<file path="src/hw/fsp_pkg.sv">
// Package of constants for the flash status register and parameter table block.
// Contract
// - With the lock bit set and the protect pin low, a register write is ignored entirely.
// - With the lock bit clear, register writes go ahead whatever the protect pin does.
// - Program and erase errors set read-only flags in bits 6 and 5, both zero by default.
// - Register write, program and erase are accepted only while the write latch is set; a bus write to the config offset changes bit 3 without the latch.
// - Only write enable and write disable change the write latch; a register write does not.
// - The busy flag is 1 while any operation runs and 0 in standby.
// - The protection bits are volatile when config bit 3 is 1, non-volatile otherwise.
// - Parameter offset 12h reads E6h.
// - Parameter offsets 13h through 1Dh read FFh.
// - The mode and dummy fields at 18h and 1Ch read all ones.
// - Offset 1Eh reads 0Ch for hybrid and 12h for uniform layouts.
// - Offset 1Fh reads 20h for hybrid and D8h for uniform layouts.
// - Offset 20h reads 10h hybrid or 00h uniform, and 21h reads D8h.
// - Offsets 22h and 24h read 00h, and 23h and 25h read FFh.
// - Config bit 3 selects volatile (1) or non-volatile (0) protection storage.
package fsp_pkg;
    localparam logic [7:0] FSP_OFF_STATUS = 8'h00;
    localparam logic [7:0] FSP_OFF_CONFIG = 8'h04;
    localparam logic [7:0] FSP_OFF_CMD = 8'h08;
    localparam logic [7:0] FSP_OFF_IRQ_STAT = 8'h0C;
    localparam logic [7:0] FSP_OFF_IRQ_MASK = 8'h10;
    localparam logic [7:0] FSP_OFF_PARAM_ADDR = 8'h14;
    localparam logic [7:0] FSP_OFF_PARAM_DATA = 8'h18;
    localparam logic [7:0] FSP_OFF_NV_BP = 8'h1C;
    localparam int FSP_BIT_LOCK = 7;
    localparam int FSP_BIT_PERR = 6;
    localparam int FSP_BIT_EERR = 5;
    localparam int FSP_BIT_BP_HI = 4;
    localparam int FSP_BIT_BP_LO = 2;
    localparam int FSP_BIT_LATCH = 1;
    localparam int FSP_BIT_BUSY = 0;
    localparam int FSP_BIT_VOLSEL = 3;
    localparam logic [7:0] FSP_STATUS_RESET = 8'h00;
    localparam logic [2:0] FSP_BP_RESET = 3'h0;
    localparam logic [7:0] FSP_CMD_WRITE_ENABLE_COMMAND = 8'h06;
    localparam logic [7:0] FSP_CMD_WRITE_DISABLE_COMMAND = 8'h04;
    localparam logic [7:0] FSP_CMD_WRR = 8'h01;
    localparam logic [7:0] FSP_CMD_PROG = 8'h02;
    localparam logic [7:0] FSP_CMD_ERASE = 8'hD8;
    localparam logic [7:0] FSP_CMD_CLRERR = 8'h30;
    localparam int FSP_IRQ_DONE = 0;
    localparam int FSP_IRQ_PERR = 1;
    localparam int FSP_IRQ_EERR = 2;
    localparam int FSP_IRQ_BLOCKED = 3;
    localparam int FSP_CLK_HZ = 10_000_000;
    localparam int FSP_WRR_TIME_US = 20;
    localparam int FSP_PROG_TIME_US = 50;
    localparam int FSP_ERASE_TIME_US = 400;
    localparam int FSP_WRR_CYC = FSP_WRR_TIME_US * (FSP_CLK_HZ / 1_000_000);
    localparam int FSP_PROG_CYC = FSP_PROG_TIME_US * (FSP_CLK_HZ / 1_000_000);
    localparam int FSP_ERASE_CYC = FSP_ERASE_TIME_US * (FSP_CLK_HZ / 1_000_000);
    localparam logic [7:0] FSP_P_DUALQUAD = 8'hE6;
    localparam logic [7:0] FSP_P_RSVD = 8'hFF;
    localparam logic [7:0] FSP_P_NONE_SZ = 8'h00;
    localparam logic [7:0] FSP_P_S1SZ_HYB = 8'h0C;
    localparam logic [7:0] FSP_P_S1SZ_UNI = 8'h12;
    localparam logic [7:0] FSP_P_S1OP_HYB = 8'h20;
    localparam logic [7:0] FSP_P_S1OP_UNI = 8'hD8;
    localparam logic [7:0] FSP_P_S2SZ_HYB = 8'h10;
    localparam logic [7:0] FSP_P_S2SZ_UNI = 8'h00;
    localparam logic [7:0] FSP_P_S2OP = 8'hD8;
    localparam logic [7:0] FSP_PA_DUALQUAD = 8'h12;
    localparam logic [7:0] FSP_PA_RSVD_LO = 8'h13;
    localparam logic [7:0] FSP_PA_RSVD_HI = 8'h1D;
    localparam logic [7:0] FSP_PA_S1SZ = 8'h1E;
    localparam logic [7:0] FSP_PA_S1OP = 8'h1F;
    localparam logic [7:0] FSP_PA_S2SZ = 8'h20;
    localparam logic [7:0] FSP_PA_S2OP = 8'h21;
    localparam logic [7:0] FSP_PA_S3SZ = 8'h22;
    localparam logic [7:0] FSP_PA_S3OP = 8'h23;
    localparam logic [7:0] FSP_PA_S4SZ = 8'h24;
    localparam logic [7:0] FSP_PA_S4OP = 8'h25;
    localparam logic [1:0] FSP_RESP_OKAY = 2'h0;
    localparam logic [1:0] FSP_RESP_SLVERR = 2'h2;
endpackage

</file>
<file path="src/hw/fsp_top.sv">
// Flash status register, command engine and parameter table behind AXI4-Lite.
//
// The implementer's own choices: the register addresses and the AXI4-Lite interface to the registers.
`timescale 1ns/1ps
module fsp_top
    import fsp_pkg::*;
#(
    parameter int WRR_CYC = FSP_WRR_CYC,
    parameter int PROG_CYC = FSP_PROG_CYC,
    parameter int ERASE_CYC = FSP_ERASE_CYC,
    parameter bit UNIFORM = 1'b0
) (
    // Clock and reset
    input wire logic ref_clk_i,
    input wire logic rst_i,
    // AXI4-Lite write channels
    input wire logic [7:0] s_axi_awaddr_i,
    input wire logic s_axi_awvalid_i,
    output logic s_axi_awready_o,
    input wire logic [31:0] s_axi_wdata_i,
    input wire logic [3:0] s_axi_wstrb_i,
    input wire logic s_axi_wvalid_i,
    output logic s_axi_wready_o,
    output logic [1:0] s_axi_bresp_o,
    output logic s_axi_bvalid_o,
    input wire logic s_axi_bready_i,
    // AXI4-Lite read channels
    input wire logic [7:0] s_axi_araddr_i,
    input wire logic s_axi_arvalid_i,
    output logic s_axi_arready_o,
    output logic [31:0] s_axi_rdata_o,
    output logic [1:0] s_axi_rresp_o,
    output logic s_axi_rvalid_o,
    input wire logic s_axi_rready_i,
    // Pins and array status
    input wire logic write_protect_n_i,
    input wire logic prog_fail_i,
    input wire logic erase_fail_i,
    // Status and interrupt
    output logic [7:0] status_o,
    output logic irq_o
);
    // ------------------------------------------------------------
    // Types and state
    // ------------------------------------------------------------
    typedef enum logic [1:0] {FSP_IDLE, FSP_WRR, FSP_PROG, FSP_ERASE} fsp_op_t;
    fsp_op_t op_reg, op_next;
    logic [31:0] cnt_reg;
    logic lock_reg, perr_reg, eerr_reg, latch_reg;
    logic [2:0] bp_reg, bp_nv_reg;
    logic volsel_reg;
    logic [7:0] wrr_data_reg, wrr_cfg_reg;
    logic [3:0] irq_stat_reg, irq_mask_reg;
    logic [7:0] param_addr_reg;
    logic [1:0] wp_sync_reg;
    logic [1:0] pf_sync_reg, ef_sync_reg;
    logic aw_hold_reg, w_hold_reg;
    logic [7:0] aw_addr_reg;
    logic [31:0] w_data_reg;
    logic [3:0] w_strb_reg;
    logic bvalid_reg, arready_reg, rvalid_reg;
    logic awready_reg, wready_reg;
    logic [31:0] rdata_reg;
    logic [1:0] bresp_reg, rresp_reg;
    logic [7:0] status_reg;
    logic irq_reg;

    // ------------------------------------------------------------
    // Parameter table lookup
    // ------------------------------------------------------------
    function automatic logic [7:0] fsp_param(input logic [7:0] a, input logic uni);
        logic [7:0] v;
        v = FSP_P_RSVD;
        if (a == FSP_PA_DUALQUAD) v = FSP_P_DUALQUAD;
        else if (a >= FSP_PA_RSVD_LO && a <= FSP_PA_RSVD_HI) v = FSP_P_RSVD;
        else if (a == FSP_PA_S1SZ) v = uni ? FSP_P_S1SZ_UNI : FSP_P_S1SZ_HYB;
        else if (a == FSP_PA_S1OP) v = uni ? FSP_P_S1OP_UNI : FSP_P_S1OP_HYB;
        else if (a == FSP_PA_S2SZ) v = uni ? FSP_P_S2SZ_UNI : FSP_P_S2SZ_HYB;
        else if (a == FSP_PA_S2OP) v = FSP_P_S2OP;
        else if (a == FSP_PA_S3SZ || a == FSP_PA_S4SZ) v = FSP_P_NONE_SZ;
        else if (a == FSP_PA_S3OP || a == FSP_PA_S4OP) v = FSP_P_RSVD;
        return v;
    endfunction

    // ------------------------------------------------------------
    // Bus decode
    // ------------------------------------------------------------
    wire logic wr_fire = aw_hold_reg && w_hold_reg && !bvalid_reg;
    wire logic wr_cmd = wr_fire && aw_addr_reg == FSP_OFF_CMD && w_strb_reg[0];
    wire logic wr_cfg = wr_fire && aw_addr_reg == FSP_OFF_CONFIG && w_strb_reg[0];
    wire logic wr_mask = wr_fire && aw_addr_reg == FSP_OFF_IRQ_MASK && w_strb_reg[0];
    wire logic wr_paddr = wr_fire && aw_addr_reg == FSP_OFF_PARAM_ADDR && w_strb_reg[0];
    wire logic wr_known = aw_addr_reg == FSP_OFF_CMD || aw_addr_reg == FSP_OFF_CONFIG
        || aw_addr_reg == FSP_OFF_IRQ_MASK || aw_addr_reg == FSP_OFF_PARAM_ADDR
        || aw_addr_reg == FSP_OFF_STATUS || aw_addr_reg == FSP_OFF_IRQ_STAT
        || aw_addr_reg == FSP_OFF_PARAM_DATA || aw_addr_reg == FSP_OFF_NV_BP;
    wire logic [7:0] cmd = w_data_reg[7:0];
    wire logic rd_fire = s_axi_arvalid_i && arready_reg;
    wire logic rd_stat_clr = rd_fire && s_axi_araddr_i == FSP_OFF_IRQ_STAT;
    wire logic idle = op_reg == FSP_IDLE;
    wire logic wp_low = !wp_sync_reg[1];
    wire logic locked = lock_reg && wp_low;
    wire logic start_wrr = wr_cmd && cmd == FSP_CMD_WRR && idle && latch_reg && !locked;
    wire logic start_prog = wr_cmd && cmd == FSP_CMD_PROG && idle && latch_reg;
    wire logic start_erase = wr_cmd && cmd == FSP_CMD_ERASE && idle && latch_reg;
    wire logic blocked = wr_cmd && !idle | (cmd == FSP_CMD_WRR && (locked || !latch_reg));
    wire logic op_done = !idle && cnt_reg == 32'h0000_0001;
    wire logic perr_set = op_reg == FSP_PROG && pf_sync_reg[1];
    wire logic eerr_set = op_reg == FSP_ERASE && ef_sync_reg[1];
    wire logic [2:0] bp_now = volsel_reg ? bp_reg : bp_nv_reg;
    wire logic [7:0] status_now = {lock_reg, perr_reg, eerr_reg, bp_now, latch_reg,
        !idle};
    wire logic [3:0] ev = {blocked, eerr_set & op_done, perr_set & op_done, op_done};

    always_comb begin
        op_next = op_reg;
        if (start_wrr) op_next = FSP_WRR;
        else if (start_prog) op_next = FSP_PROG;
        else if (start_erase) op_next = FSP_ERASE;
        else if (op_done) op_next = FSP_IDLE;
    end

    // ------------------------------------------------------------
    // Synchronisers
    // ------------------------------------------------------------
    always_ff @(posedge ref_clk_i) begin
        if (rst_i) begin
            wp_sync_reg <= 2'h3;
            pf_sync_reg <= 2'h0;
            ef_sync_reg <= 2'h0;
        end else begin
            wp_sync_reg <= {wp_sync_reg[0], write_protect_n_i};
            pf_sync_reg <= {pf_sync_reg[0], prog_fail_i};
            ef_sync_reg <= {ef_sync_reg[0], erase_fail_i};
        end
    end

    // ------------------------------------------------------------
    // Operation engine and status bits
    // ------------------------------------------------------------
    always_ff @(posedge ref_clk_i) begin
        if (rst_i) begin
            op_reg <= FSP_IDLE;
            cnt_reg <= 32'h0;
        end else begin
            op_reg <= op_next;
            if (start_wrr) cnt_reg <= 32'(WRR_CYC);
            else if (start_prog) cnt_reg <= 32'(PROG_CYC);
            else if (start_erase) cnt_reg <= 32'(ERASE_CYC);
            else if (!idle) cnt_reg <= cnt_reg - 32'h1;
        end
    end

    always_ff @(posedge ref_clk_i) begin
        if (rst_i) begin
            latch_reg <= 1'b0;
            perr_reg <= 1'b0;
            eerr_reg <= 1'b0;
        end else begin
            // A latch command that arrives while busy is refused like any other command.
            if (idle && wr_cmd && cmd == FSP_CMD_WRITE_ENABLE_COMMAND) latch_reg <= 1'b1;
            else if (idle && wr_cmd && cmd == FSP_CMD_WRITE_DISABLE_COMMAND) latch_reg <= 1'b0;
            if (perr_set) perr_reg <= 1'b1;
            else if (wr_cmd && cmd == FSP_CMD_CLRERR && idle) perr_reg <= 1'b0;
            if (eerr_set) eerr_reg <= 1'b1;
            else if (wr_cmd && cmd == FSP_CMD_CLRERR && idle) eerr_reg <= 1'b0;
        end
    end

    always_ff @(posedge ref_clk_i) begin
        if (rst_i) begin
            wrr_data_reg <= FSP_STATUS_RESET;
            wrr_cfg_reg <= 8'h00;
            lock_reg <= 1'b0;
            bp_reg <= FSP_BP_RESET;
            bp_nv_reg <= FSP_BP_RESET;
            volsel_reg <= 1'b0;
        end else begin
            if (start_wrr) begin
                wrr_data_reg <= w_data_reg[15:8];
                wrr_cfg_reg <= w_data_reg[23:16];
            end
            if (op_done && op_reg == FSP_WRR) begin
                lock_reg <= wrr_data_reg[FSP_BIT_LOCK];
                volsel_reg <= wrr_cfg_reg[FSP_BIT_VOLSEL];
                // The select bit written together with the protect bits decides their store.
                if (wrr_cfg_reg[FSP_BIT_VOLSEL]) bp_reg <= wrr_data_reg[FSP_BIT_BP_HI:FSP_BIT_BP_LO];
                else bp_nv_reg <= wrr_data_reg[FSP_BIT_BP_HI:FSP_BIT_BP_LO];
            end
            if (wr_cfg && idle && !locked) volsel_reg <= w_data_reg[FSP_BIT_VOLSEL];
        end
    end

    // ------------------------------------------------------------
    // Interrupts
    // ------------------------------------------------------------
    always_ff @(posedge ref_clk_i) begin
        if (rst_i) begin
            irq_stat_reg <= 4'h0;
            irq_mask_reg <= 4'h0;
            irq_reg <= 1'b0;
            status_reg <= FSP_STATUS_RESET;
        end else begin
            irq_stat_reg <= (rd_stat_clr ? 4'h0 : irq_stat_reg) | ev;
            if (wr_mask) irq_mask_reg <= w_data_reg[3:0];
            irq_reg <= |(((rd_stat_clr ? 4'h0 : irq_stat_reg) | ev) & irq_mask_reg);
            status_reg <= status_now;
        end
    end

    // ------------------------------------------------------------
    // AXI4-Lite slave
    // ------------------------------------------------------------
    always_ff @(posedge ref_clk_i) begin
        if (rst_i) begin
            aw_hold_reg <= 1'b0;
            w_hold_reg <= 1'b0;
            awready_reg <= 1'b1;
            wready_reg <= 1'b1;
            aw_addr_reg <= 8'h00;
            w_data_reg <= 32'h0;
            w_strb_reg <= 4'h0;
            bvalid_reg <= 1'b0;
            bresp_reg <= FSP_RESP_OKAY;
            param_addr_reg <= 8'h00;
        end else begin
            if (s_axi_awvalid_i && !aw_hold_reg) begin
                aw_hold_reg <= 1'b1;
                awready_reg <= 1'b0;
                aw_addr_reg <= {s_axi_awaddr_i[7:2], 2'h0};
            end
            if (s_axi_wvalid_i && !w_hold_reg) begin
                w_hold_reg <= 1'b1;
                wready_reg <= 1'b0;
                w_data_reg <= s_axi_wdata_i;
                w_strb_reg <= s_axi_wstrb_i;
            end
            if (wr_fire) begin
                bvalid_reg <= 1'b1;
                bresp_reg <= wr_known ? FSP_RESP_OKAY : FSP_RESP_SLVERR;
                if (wr_paddr) param_addr_reg <= w_data_reg[7:0];
            end
            if (bvalid_reg && s_axi_bready_i) begin
                bvalid_reg <= 1'b0;
                aw_hold_reg <= 1'b0;
                w_hold_reg <= 1'b0;
                awready_reg <= 1'b1;
                wready_reg <= 1'b1;
            end
        end
    end

    wire logic [31:0] rd_mux =
        s_axi_araddr_i == FSP_OFF_STATUS ? {24'h0, status_now} :
        s_axi_araddr_i == FSP_OFF_CONFIG ? {28'h0, volsel_reg, 3'h0} :
        s_axi_araddr_i == FSP_OFF_IRQ_STAT ? {28'h0, irq_stat_reg} :
        s_axi_araddr_i == FSP_OFF_IRQ_MASK ? {28'h0, irq_mask_reg} :
        s_axi_araddr_i == FSP_OFF_PARAM_ADDR ? {24'h0, param_addr_reg} :
        s_axi_araddr_i == FSP_OFF_PARAM_DATA ? {24'h0, fsp_param(param_addr_reg, UNIFORM)} :
        s_axi_araddr_i == FSP_OFF_NV_BP ? {29'h0, bp_nv_reg} : 32'h0;
    wire logic rd_known = s_axi_araddr_i[1:0] == 2'h0 && s_axi_araddr_i <= FSP_OFF_NV_BP;

    always_ff @(posedge ref_clk_i) begin
        if (rst_i) begin
            arready_reg <= 1'b0;
            rvalid_reg <= 1'b0;
            rdata_reg <= 32'h0;
            rresp_reg <= FSP_RESP_OKAY;
        end else begin
            arready_reg <= !rvalid_reg && !arready_reg && s_axi_arvalid_i;
            if (rd_fire) begin
                rvalid_reg <= 1'b1;
                rdata_reg <= rd_known ? rd_mux : 32'h0;
                rresp_reg <= rd_known ? FSP_RESP_OKAY : FSP_RESP_SLVERR;
            end else if (rvalid_reg && s_axi_rready_i) begin
                rvalid_reg <= 1'b0;
            end
        end
    end

    assign s_axi_awready_o = awready_reg;
    assign s_axi_wready_o = wready_reg;
    assign s_axi_bvalid_o = bvalid_reg;
    assign s_axi_bresp_o = bresp_reg;
    assign s_axi_arready_o = arready_reg;
    assign s_axi_rvalid_o = rvalid_reg;
    assign s_axi_rdata_o = rdata_reg;
    assign s_axi_rresp_o = rresp_reg;
    assign status_o = status_reg;
    assign irq_o = irq_reg;
endmodule

</file>
<file path="config.mk">
export PLATFORM = sky130hd
export DESIGN_NAME = fsp_top
export DESIGN_NICKNAME = d
export VERILOG_FILES = /design/src/hw/fsp_pkg.sv /design/src/hw/fsp_top.sv
export SDC_FILE = /design/constraint.sdc
export NUM_CORES = 1
export LEC_CHECK = 0
export ABC_AREA = 1
export BUFFER_PORTS_ARGS = -buffer_cell sky130_fd_sc_hd__buf_2
export CORE_ASPECT_RATIO = 0.5
export CORE_MARGIN = 2
export CORE_UTILIZATION = 50
export DETAILED_ROUTE_END_ITERATION = 8
export PLACE_DENSITY = 0.77
export SYNTH_ARGS = -nofsm -noshare
export SYNTH_HDL_FRONTEND = slang
export SYNTH_SLANG_ARGS = --single-unit
</file>
<file path="constraint.sdc">
create_clock -name ref_clk_i -period 1.75 [get_ports ref_clk_i]
set_input_delay 0.2625 -clock ref_clk_i [delete_from_list [all_inputs] [get_ports ref_clk_i]]
set_output_delay 0.2625 -clock ref_clk_i [all_outputs]
set_load 0.02 [all_outputs]
</file>
* Yosys cells after proc, flatten, opt, wreduce, memory -nomap -nowiden
Cells that the tools add are included.
** Storage, ports and cells
- Logic and storage cells :: 196
- Bits in registers :: 158
- Output and inout port bits :: 50
** Cells by class
- Bitwise gates (word level) :: 6
- Reductions and logical operators :: 81
- Multiplexer cells :: 36
- $add $sub $neg :: 1
- Eq/ne operators :: 33
- Order comparisons :: 3
** Operator list (count)
- 8-bit 2-to-1 mux :: 15
- 8-bit by 5-bit == test with 1-bit output, second input constant :: 7
- 1-bit logical AND :: 44
- 8-bit by 6-bit == test with 1-bit output, second input constant :: 5
- 32-bit by 1-bit == test with 1-bit output, second input constant :: 1
- 32-bit by 1-bit subtractor with 32-bit output, second input constant :: 1
- 6-bit by 3-bit == test with 1-bit output, second input constant :: 4
- 8-bit by 3-bit == test with 1-bit output, second input constant :: 3
- 12-bit 2-to-1 mux :: 2
- 8-bit by 5-bit <= comparator with 1-bit output, second input constant :: 2
- 8-bit zero test :: 2
- 6-bit by 2-bit == test with 1-bit output, second input constant :: 2
- 1-bit 2-to-1 mux :: 10
- 2-bit 2-to-1 mux :: 5
- 2-bit nonzero test :: 5
- 1-bit zero test :: 9
- 1-bit logical OR :: 9
- 9-bit 2-to-1 mux :: 1
- 8-bit by 1-bit == test with 1-bit output, second input constant :: 1
- 8-bit by 2-bit == test with 1-bit output, second input constant :: 1
- 8-bit by 4-bit == test with 1-bit output, second input constant :: 1
- 8-bit == test, second input constant :: 1
- 8-bit by 5-bit greater-or-equal comparator with 1-bit output, second input constant :: 1
- 4-bit OR reduction :: 2
- other kinds (19) :: 26

* Depth between registers and ports, before layout
Gate-level depths: netlist of the first run.
- Word-level depth :: 16
- Mapped depth :: 13
- Depth with buffers taken out :: 13

* Worst setup path before layout of the first run
Ideal clock, no wire load.
- Path kind :: flip-flop to flip-flop
- Start :: register aw_addr_reg[6]
- End :: register cnt_reg[22]
- Buffers on the path :: 2
- Data arrival time :: 1557 ps
- Period minus slack after synthesis :: 1682 ps
- Path slack :: 68 ps
- Cell stages (with the launch flop) :: 10
- Library setup time :: 125 ps
- Cell sequence :: dfxtp_1 or2_1 clkbuf_1 nor3_1 nand3_1 nor2_4 o21ai_1 nand3_2 buf_4 a21oi_1
** On the way
- Word-level cells in the longest chain between the ends :: 8
** Ends and longest elaborated chain
- start, declared :: RTL line fsp_top.sv:58 : logic [7:0] aw_addr_reg;
- start signal, assigned :: RTL line fsp_top.sv:230 : aw_addr_reg <= {s_axi_awaddr_i[7:2], 2'h0};
- 6-bit by 2-bit == test with 1-bit output * :: RTL line fsp_top.sv:89 : wire logic wr_cmd = wr_fire && aw_addr_reg == FSP_OFF_CMD && w_strb_reg[0];
- 1-bit logical AND * (2 in a row) :: RTL line fsp_top.sv:89
- 1-bit logical AND (4 in a row) :: RTL line fsp_top.sv:103 : wire logic start_wrr = wr_cmd && cmd == FSP_CMD_WRR && idle && latch_reg && !locked;
- 4-bit OR reduction (no source line) *
- end signal, assigned :: RTL line fsp_top.sv:147 : if (start_wrr) cnt_reg <= 32'(WRR_CYC);
- end signal, assigned :: RTL line fsp_top.sv:148 : else if (start_prog) cnt_reg <= 32'(PROG_CYC);
- end signal, assigned :: RTL line fsp_top.sv:149 : else if (start_erase) cnt_reg <= 32'(ERASE_CYC);
- end, declared :: RTL line fsp_top.sv:48 : logic [31:0] cnt_reg;
Every way passes the cells marked *; elsewhere a longest branch is shown, timed or not.
A chain may end at the register's enable or synchronous reset.

* Final worst setup path of the first run
- Start :: register cnt_reg[2]
- End :: register cnt_reg[25]
** On the way
- Word-level cells in the longest chain between the ends :: 1
** Ends and longest elaborated chain
- 32-bit by 1-bit subtractor with 32-bit output :: RTL line fsp_top.sv:150 : else if (!idle) cnt_reg <= cnt_reg - 32'h1;
Every way passes these cells.

==> impl_metrics.env, run 1 <==
export IMPL_gr_usage_all_layers_pct=23.2
export IMPL_crit_path_end_kind="flip-flop"
export IMPL_coreArea_mm2=0.0110
export IMPL_h_tree_depth=4
export IMPL_tightest_slew_ps=655
export IMPL_first_pass_iters=5
export IMPL_port_buffers=61
export IMPL_cts_tree="yes"
export IMPL_clock_sinks=118
export IMPL_hold_violations=0
export IMPL_cts_buffer_depth=2
export IMPL_wl_per_cell_um=13.2
export IMPL_syn_inst=807
export IMPL_clock_root_buffer="clkbuf_16"
export IMPL_largest_register_ff_count=32
export IMPL_synth_top_area_share_pct=41.8
export IMPL_met2_length_mm=6.87
export IMPL_power_w=0.00674
export IMPL_post_synth_top_area_cell="dfxtp_1"
export IMPL_finalWorstSetupSlack_ps=51.8
export IMPL_synth_most_common_cell="nor2_1"
export IMPL_yosysSeqAreaShare_pct=41.8
export IMPL_topRoutingLayerUsed="met4"
export IMPL_clk_pin_slew_ps=60
export IMPL_wl_mm=14.3
export IMPL_r2r_slack_ps=50
export IMPL_powerDensity_mw_per_mm2=933
export IMPL_r2r_start="cnt_reg[2]"
export IMPL_syn_avg_cell_area_um2=7.00
export IMPL_yosysUniqueCellTypes=40
export IMPL_die_area_mm2=0.0122
export IMPL_ir_drop_v=0.000584
export IMPL_grt_first_pass_wirelength_mm=22.7
export IMPL_yosysWarnings=0
export IMPL_post_dp_cell_area_mm2=0.00637
export IMPL_io_pins=112
export IMPL_synth_edff_count=0
export IMPL_path_class="reg -> reg"
export IMPL_syn_cell_area_mm2=0.00565
export IMPL_first_iter_violations=392
export IMPL_place_congestion=0.925
export IMPL_max_slew_margin_pct=56.3
export IMPL_pre_cts_ws_ps=-37.7
export IMPL_die_x_um=154
export IMPL_grt_max_degree=26
export IMPL_antennaDiodeCount=0
export IMPL_status="finished clean"
export IMPL_rr_endpoint="cnt_reg[25]"
export IMPL_setup_viol=0
export IMPL_crit_arrival_ps=2000
export IMPL_start_util_pct=51.3
export IMPL_die_y_um=79.2
export IMPL_grt_antenna_before_repair=0
export IMPL_hp_class="in -> reg"
export IMPL_path_max_fanout=3
export IMPL_fmax_ghz=0.589
export IMPL_design_area_mm2=0.00723
export IMPL_clock_skew_ps=9.49
export IMPL_wl_met3_um=809
export IMPL_fin_crit_ps=1700
export IMPL_holdBufCountCts=0
export IMPL_gr_total_overflow=0
export IMPL_worstSkewPairLatency_ps=420
export IMPL_viasPerCell=5.12
export IMPL_maxCapViolCount=0
export IMPL_required_ps=2060
export IMPL_via_count=5570
export IMPL_leakagePower_nw=3.38
export IMPL_hold_end="pf_sync_reg[0]"
export IMPL_wl_met1_mm=6.39
export IMPL_grt_pass1_vias=5066
export IMPL_drive_gt1_share_pct=24.2
export IMPL_worst_setup_path_start_kind="flip-flop"
export IMPL_drv_slew=0
export IMPL_finalCritPeriodShare_pct=97.0
export IMPL_detail_route_antenna_nets=0
export IMPL_drc_errors=0
export IMPL_ys_async_sr_fraction_pct=0
export IMPL_synth_top_cells_by_count="155 x nor2_1, 146 x nand2_1, 118 x dfxtp_1"
export IMPL_r2r_cells=11
export IMPL_cts_inserted_buffers=17
export IMPL_synth_flop_cell="dfxtp_1"
export IMPL_dpl_hpwl_mm=9.94
export IMPL_holdCritStartpoint="prog_fail_i"
export IMPL_syn_to_final_growth_pct=27.9
export IMPL_rows=27
export IMPL_nets=995
export IMPL_synthTopCellsByArea="dfxtp_1 42%, nor2_1 10%, nand2_1 9.7%, inv_1 5.9%, a21oi_1 5.3%"
export IMPL_synth_ff_latch_count=118
export IMPL_hold_path_depth=3
## power breakdown
group / leakage, nW / switching, W / total, W / internal, W
Sequential: 0.962 / 0.0000399 / 0.00279 / 0.00275
Combinational: 2.12 / 0.000266 / 0.000391 / 0.000125
Clock: 0.292 / 0.00123 / 0.00356 / 0.00233
Total: 3.38 / 0.00154 / 0.00674 / 0.00520
## critical path, stage by stage (launching register included)
cell     delay, ps
dfxtp_2        330
nor2_4         130
inv_2           70
nor3_4         200
nand3_2        130
inv_2           90
nand2_2         80
nor2_4         150
nand2_2         70
nor2_2         130
xor2_1         150
nor2_1          50
## worst max-delay path by stage
stage                               from              end  slack, ps  depth (start not counted)
after global placement    aw_addr_reg[6]  wrr_data_reg[2]         30                          8
final                         cnt_reg[2]      cnt_reg[25]         50                         11
after global routing       w_data_reg[4]  wrr_data_reg[7]        -90                          8
after CTS                 aw_addr_reg[6]       cnt_reg[2]        -10                          7
after detailed placement  aw_addr_reg[6]  wrr_data_reg[3]        -40                          8
after floorplan           aw_addr_reg[6]      cnt_reg[22]         70                          9
## area by class of cell
type / instances / area, um^2
clock buffer: 22 / 474
clock inverter: 9 / 125
fill: 887 / 3780
inverter: 94 / 358
multi-input combinational: 577 / 2940
sequential: 118 / 2370
tap: 145 / 181
timing repair buffer: 123 / 783
## metrics by stage
stage | hold WS, ps | util (%) | instances | setup TNS [ps]
5_1_grt | 49.1 | 65.7 | 1088 | -1090
6_report | 42.1 | 65.7 | 1088 | 0
2_1_floorplan | 366 | - | 832 | 0
4_1_cts | 38.9 | 63.3 | 1079 | -32.3
3_5_place_dp | 395 | 57.8 | 1048 | -176
3_3_place_gp | 391 | 57.8 | 1048 | 0
## repair_timing
| item | 4_1_cts | 5_1_grt |
|---|---|---|
| resized for setup | 2 | 63 |
| pin swaps | 0 | 21 |
| endpoints found under the setup margin | 7 | 48 |
| setup buffers | 0 | 9 |
## cell usage in the layout (no fill, tap or decap), types with 26 or more instances in the layout
| master | n |
|---|---|
| inv_1 | 81 |
| nand3_1 | 33 |
| buf_4 | 61 |
| nor2_1 | 141 |
| o21ai_0 | 50 |
| nand2_1 | 138 |
| conb_1 | 26 |
| dfxtp_1 | 110 |
| a21oi_1 | 60 |
| buf_2 | 61 |
## per-layer routing
| layer | vias to the layer above | track usage [%] |
|---|---|---|
| met5 | - | 0 |
| met3 | 25 | 5.57 |
| met1 | 2567 | 28.3 |
| met4 | 0 | 8.70 |
| met2 | 183 | 40.2 |
| li1 | 2795 | - |
## logic make-up after synthesis
group	after synthesis	share of synthesized area [%]
DFF	118	41.8
adders and majority gates	2	0.443
AOI/OAI and AO/OA	125	11.6
xor gates and xnor gates	22	3.41
other	1	0.0664
buffers and inverters	137	11.2
and+or+nand+nor	402	31.5
Power figures use the tool's default switching activity.
==> run 2: changes to the inputs <==
--- a/config.mk
+++ b/config.mk
@@ -6,7 +6,7 @@
 export NUM_CORES = 1
 export LEC_CHECK = 0
 export ABC_AREA = 1
-export BUFFER_PORTS_ARGS = -buffer_cell sky130_fd_sc_hd__buf_2
+export BUFFER_PORTS_ARGS = -buffer_cell sky130_fd_sc_hd__buf_4
 export CORE_ASPECT_RATIO = 0.5
 export CORE_MARGIN = 2
 export CORE_UTILIZATION = 50
==> impl_metrics.env, run 2 (same netlist as run 1, synthesis figures left out) <==
export IMPL_status="finished clean"
export IMPL_die_area_mm2=0.0122
export IMPL_crit_chain="nor2_2 > nand3_2 > nor2_4 > buf_4 > nand4_1 > nor3_2 > nand3_1 > xor2_1 > nor2_1"
export IMPL_clock_skew_ps=6.33
export IMPL_viasPerCell=5.17
export IMPL_crit_arrival_ps=2040
export IMPL_detail_route_antenna_nets=0
export IMPL_powerDensity_mw_per_mm2=931
export IMPL_cpPeakStageDelay_ps=360
export IMPL_cts_tree="yes"
export IMPL_drv_slew=0
export IMPL_first_pass_iters=5
export IMPL_place_congestion=0.912
export IMPL_tightest_slew_ps=626
export IMPL_fmax_ghz=0.579
export IMPL_first_iter_violations=395
export IMPL_setup_tns_ps=0
export IMPL_gr_usage_all_layers_pct=23.4
export IMPL_drive_gt1_share_pct=24.3
export IMPL_grt_first_pass_wirelength_mm=22.8
export IMPL_grt_pass1_vias=4998
export IMPL_hold_violations=0
export IMPL_port_buffers=61
export IMPL_cts_inserted_buffers=17
export IMPL_h_tree_depth=4
export IMPL_clock_sinks=118
export IMPL_cts_buffer_depth=2
export IMPL_ir_drop_v=0.000596
export IMPL_antennaDiodeCount=0
export IMPL_via_count=5626
export IMPL_max_slew_margin_pct=58.2
export IMPL_nets=995
export IMPL_utilization_pct=67.5
export IMPL_crit_path_end_kind="flip-flop"
export IMPL_clk_pin_slew_ps=60
export IMPL_die_y_um=79.2
export IMPL_dpl_hpwl_mm=9.92
export IMPL_grt_antenna_before_repair=0
export IMPL_setup_viol=0
export IMPL_crit_path_top_delay_cell="dfxtp_2"
export IMPL_final_common_cell="nor2_1"
export IMPL_worstSkewPairLatency_ps=420
export IMPL_worst_setup_path_start_kind="flip-flop"
export IMPL_leakagePower_nw=3.41
export IMPL_clock_root_buffer="clkbuf_16"
export IMPL_required_ps=2060
export IMPL_gr_total_overflow=0
export IMPL_grt_max_degree=32
export IMPL_maxCapViolCount=0
export IMPL_holdBufCountCts=0
export IMPL_grt_setup_unrepaired="yes"
export IMPL_wl_mm=14.8
export IMPL_final_cell_mix="142 x nor2_1, 138 x nand2_1, 121 x buf_4"
export IMPL_coreArea_mm2=0.0110
export IMPL_io_pins=112
export IMPL_die_x_um=154
export IMPL_path_max_fanout=5
export IMPL_hp_class="in -> reg"
export IMPL_wl_per_cell_um=13.6
export IMPL_path_class="reg -> reg"
export IMPL_syn_to_final_growth_pct=31.6
export IMPL_fin_crit_ps=1730
export IMPL_largest_register_ff_count=32
export IMPL_finalCritPeriodShare_pct=98.8
export IMPL_start_util_pct=51.3
export IMPL_drc_errors=0
export IMPL_rows=27
==> run 2: cell count changes in the layout (fill, tap and decap cells not counted), moves of 2 or more <==
cell        before  now
nor3_2           4    2
dfxtp_1        110  108
clkinvlp_4       2    4
buf_2           61    0
dfxtp_4          0    2
buf_4           61  121
clkinv_2         4    1
nor3_1          14   16
inv_2           11    9
==> run 2: what timing repair did <==
item	CTS	global route
setup buffers	1	7
resized for setup	6	64
pin swaps	1	20
setup endpoints to repair	6	50
endpoints found under the hold margin	0	0
==> run 2: path summary, 6_finish.rpt <==
check | end | slack [ps] | cells after the start | from
worst max register to register | cnt_reg[30] | 20 | 9 | cnt_reg[6]
worst max-delay path | cnt_reg[30] | 20 | 9 | cnt_reg[6]
worst min register to register | pf_sync_reg[1] | 400 | 2 | pf_sync_reg[0]
worst min-delay path | wp_sync_reg[0] | 50 | 2 | write_protect_n_i
==> run 2: critical path: cells and delay by family, from the launching register on <==
family | cells | cell delay (ps)
and+or+nand+nor | 7 | 990
DFF | 1 | 360
xor gates and xnor gates | 1 | 170
buffers and inverters | 1 | 110
==> run 2: cell type report <==
| cell class | count | area [um^2] |
|---|---|---|
| Timing Repair Buffer | 123 | 940 |
| Tap cell | 145 | 181 |
| Sequential cell | 118 | 2380 |
| Inverter | 94 | 360 |
| Fill cell | 848 | 3570 |
| Clock inverter | 11 | 173 |
| Clock buffer | 21 | 460 |
| Multi-Input combinational cell | 577 | 2940 |
==> run 2: report_power, final <==
group / internal (W) / leakage, nW / switching (W) / total, W
clock: 0.00246 / 0.296 / 0.00127 / 0.00373
sequential: 0.00275 / 0.963 / 0.0000403 / 0.00279
combinational: 0.000149 / 2.16 / 0.000258 / 0.000407
==> run 2: layer usage <==
metal  global-route usage (%)  share of wire, %
met1                     28.6                43
met5                        0                 0
met2                     40.9                49
met4                     7.96               1.6
met3                     5.84               5.9
==> run 2: per-stage QoR <==
step	instances	instance area, um^2	worst slack (ps)	hold WS, ps	total power [W]
6_report	1089	7440	21.5	48.1	0.00692
4_1_cts	1082	7200	17.8	40.0	0.00694
3_5_place_dp	1049	6530	-52.1	395	0.00323
2_1_floorplan	832	5750	67.9	366	0.00312
3_3_place_gp	1049	6530	9.12	391	0.00322
5_1_grt	1089	7440	-86.9	38.2	0.00712
==> run 3: changes to the inputs <==
--- a/config.mk
+++ b/config.mk
@@ -7,7 +7,7 @@
 export LEC_CHECK = 0
 export ABC_AREA = 1
 export BUFFER_PORTS_ARGS = -buffer_cell sky130_fd_sc_hd__buf_4
-export CORE_ASPECT_RATIO = 0.5
+export CORE_ASPECT_RATIO = 0.9
 export CORE_MARGIN = 2
 export CORE_UTILIZATION = 50
 export DETAILED_ROUTE_END_ITERATION = 8
==> impl_metrics.env, run 3 (same netlist as run 1, synthesis figures left out) <==
export IMPL_status="finished clean"
export IMPL_worst_setup_path_start_kind="flip-flop"
export IMPL_holdBufCountCts=0
export IMPL_r2r_start="cnt_reg[25]"
export IMPL_dpl_hpwl_mm=9.62
export IMPL_final_cell_mix="140 x nand2_1, 139 x nor2_1, 113 x dfxtp_1"
export IMPL_antennaDiodeCount=0
export IMPL_power_share_clock_pct=51.4
export IMPL_grt_setup_unrepaired="yes"
export IMPL_power_switching_w=0.00156
export IMPL_crit_path_start="cnt_reg[25]"
export IMPL_die_x_um=116
export IMPL_grt_max_degree=38
export IMPL_port_buffers=61
export IMPL_worstSkewPairLatency_ps=420
export IMPL_wl_mm=14.3
export IMPL_clock_sinks=118
export IMPL_maxCapViolCount=0
export IMPL_powerDensity_mw_per_mm2=901
export IMPL_detail_route_antenna_nets=0
export IMPL_syn_to_final_growth_pct=29.1
export IMPL_r2r_slack_ps=20
export IMPL_rows=36
export IMPL_cpMostUsedCell="nand2_1"
export IMPL_crit_chain="inv_2 > nand2_2 > nor2_2 > nand4_1 > nor3_4 > nand2_4 > buf_4 > nand2_1 > nand2_1 > nand2_1 > nor2_1 > nor2_1"
export IMPL_path_max_fanout=4
export IMPL_drive_gt1_share_pct=23.2
export IMPL_rr_endpoint="irq_o"
export IMPL_hold_violations=0
export IMPL_path_class="reg -> reg"
export IMPL_crit_buf_inv=2
export IMPL_utilization_pct=66.9
export IMPL_crit_path_end_kind="flip-flop"
export IMPL_largest_register_ff_count=32
export IMPL_r2r_cells=12
export IMPL_clock_root_buffer="clkbuf_16"
export IMPL_gr_usage_all_layers_pct=23.4
export IMPL_p_comb_share_pct=6.2
export IMPL_p_int_w=0.00501
export IMPL_grt_antenna_before_repair=0
export IMPL_leakagePower_nw=3.33
export IMPL_start_util_pct=51.8
export IMPL_critPathCapture="irq_o"
export IMPL_first_iter_violations=439
export IMPL_viasPerCell=5.03
export IMPL_grt_pass1_vias=4988
export IMPL_seq_power_share_pct=42.4
export IMPL_finalCritPeriodShare_pct=98.9
export IMPL_die_area_mm2=0.0122
export IMPL_cp_num_cells=12
export IMPL_cts_buffer_depth=2
export IMPL_via_count=5471
export IMPL_cpPeakStageDelay_ps=330
export IMPL_io_pins=112
export IMPL_cts_tree="yes"
export IMPL_grt_first_pass_wirelength_mm=22.9
export IMPL_clk_pin_slew_ps=60
export IMPL_cts_inserted_buffers=17
export IMPL_crit_path_top_delay_cell="dfxtp_2"
export IMPL_coreArea_mm2=0.0109
export IMPL_first_pass_iters=5
export IMPL_die_y_um=105
export IMPL_final_common_cell="nand2_1"
export IMPL_nets=986
export IMPL_fin_crit_ps=1730
export IMPL_setup_tns_ps=0
export IMPL_fmax_ghz=0.578
export IMPL_wl_per_cell_um=13.1
export IMPL_hp_class="in -> reg"
export IMPL_clock_skew_ps=10.2
export IMPL_crit_arrival_ps=2070
export IMPL_drc_errors=0
export IMPL_switching_share_pct=23.7
export IMPL_setup_viol=0
export IMPL_cp_top_family="simple AND/OR/NAND/NOR gates"
export IMPL_required_ps=2090
export IMPL_place_congestion=0.930
export IMPL_h_tree_depth=4
export IMPL_ir_drop_v=0.000533
export IMPL_drv_slew=0
export IMPL_gr_total_overflow=0
[run 3: power groups by stage]
stage	combinational (W)	sequential [W]	clock [W]
3_3_place_gp	0.000387	0.00284	0
4_1_cts	0.000392	0.00279	0.00340
2_1_floorplan	0.000275	0.00284	0
6_report	0.000404	0.00279	0.00338
3_5_place_dp	0.000391	0.00284	0
5_1_grt	0.000451	0.00279	0.00353
[run 3: layer usage]
metal	part of all wire [%]	vias up	track usage, %
met2	45	211	35.2
met4	1.4	0	9.52
li1	-	2778	-
met1	47	2461	33.0
met3	6.7	21	4.35
met5	0	-	0
[run 3: worst register-to-register path: cells and delay by family, from the launching register on]
family | cells | cell delay, ps
flops | 1 | 330
buf+inv | 2 | 210
simple gates | 10 | 1130
[run 3: area by class of cell]
type	count	area, um^2
Sequential cell	118	2370
Timing Repair inverter	1	7.51
Tap cell	152	190
Timing Repair Buffer	113	876
Inverter	94	362
Clock buffer	19	443
Multi-Input combinational cell	577	2920
Clock inverter	13	133
Fill cell	929	3610
[run 3: per-stage QoR]
| stage | total power [W] | instance area, um^2 | setup WS [ps] | std cells | hold WS, ps |
|---|---|---|---|---|---|
| after floorplan | 0.00312 | 5750 | 67.9 | 832 | 366 |
| after global placement | 0.00323 | 6470 | 42.1 | 1047 | 398 |
| after detailed placement | 0.00323 | 6470 | 20.2 | 1047 | 397 |
| after CTS | 0.00658 | 7050 | 9.70 | 1079 | 46.4 |
| after global routing | 0.00678 | 7290 | -112 | 1087 | 45.2 |
| final | 0.00657 | 7290 | 19.6 | 1087 | 46.2 |
[run 3: what timing repair did]
item / CTS / global route
pin swaps: 0 / 26
resized for setup: 1 / 62
endpoints found under the setup margin: 1 / 61
endpoints found under the hold margin: 0 / 0
gates cloned: 0 / 1
setup buffers: 0 / 7
[run 3: how the worst min path moves through the flow]
stage / slack [ps] / to / start / cells past startpoint
floorplan: 370 / wp_sync_reg[0] / write_protect_n_i / 1
global placement: 400 / wp_sync_reg[1] / wp_sync_reg[0] / 1
detailed placement: 400 / wp_sync_reg[1] / wp_sync_reg[0] / 1
CTS: 50 / wp_sync_reg[0] / write_protect_n_i / 2
global route: 50 / wp_sync_reg[0] / write_protect_n_i / 2
finish: 50 / wp_sync_reg[0] / write_protect_n_i / 2
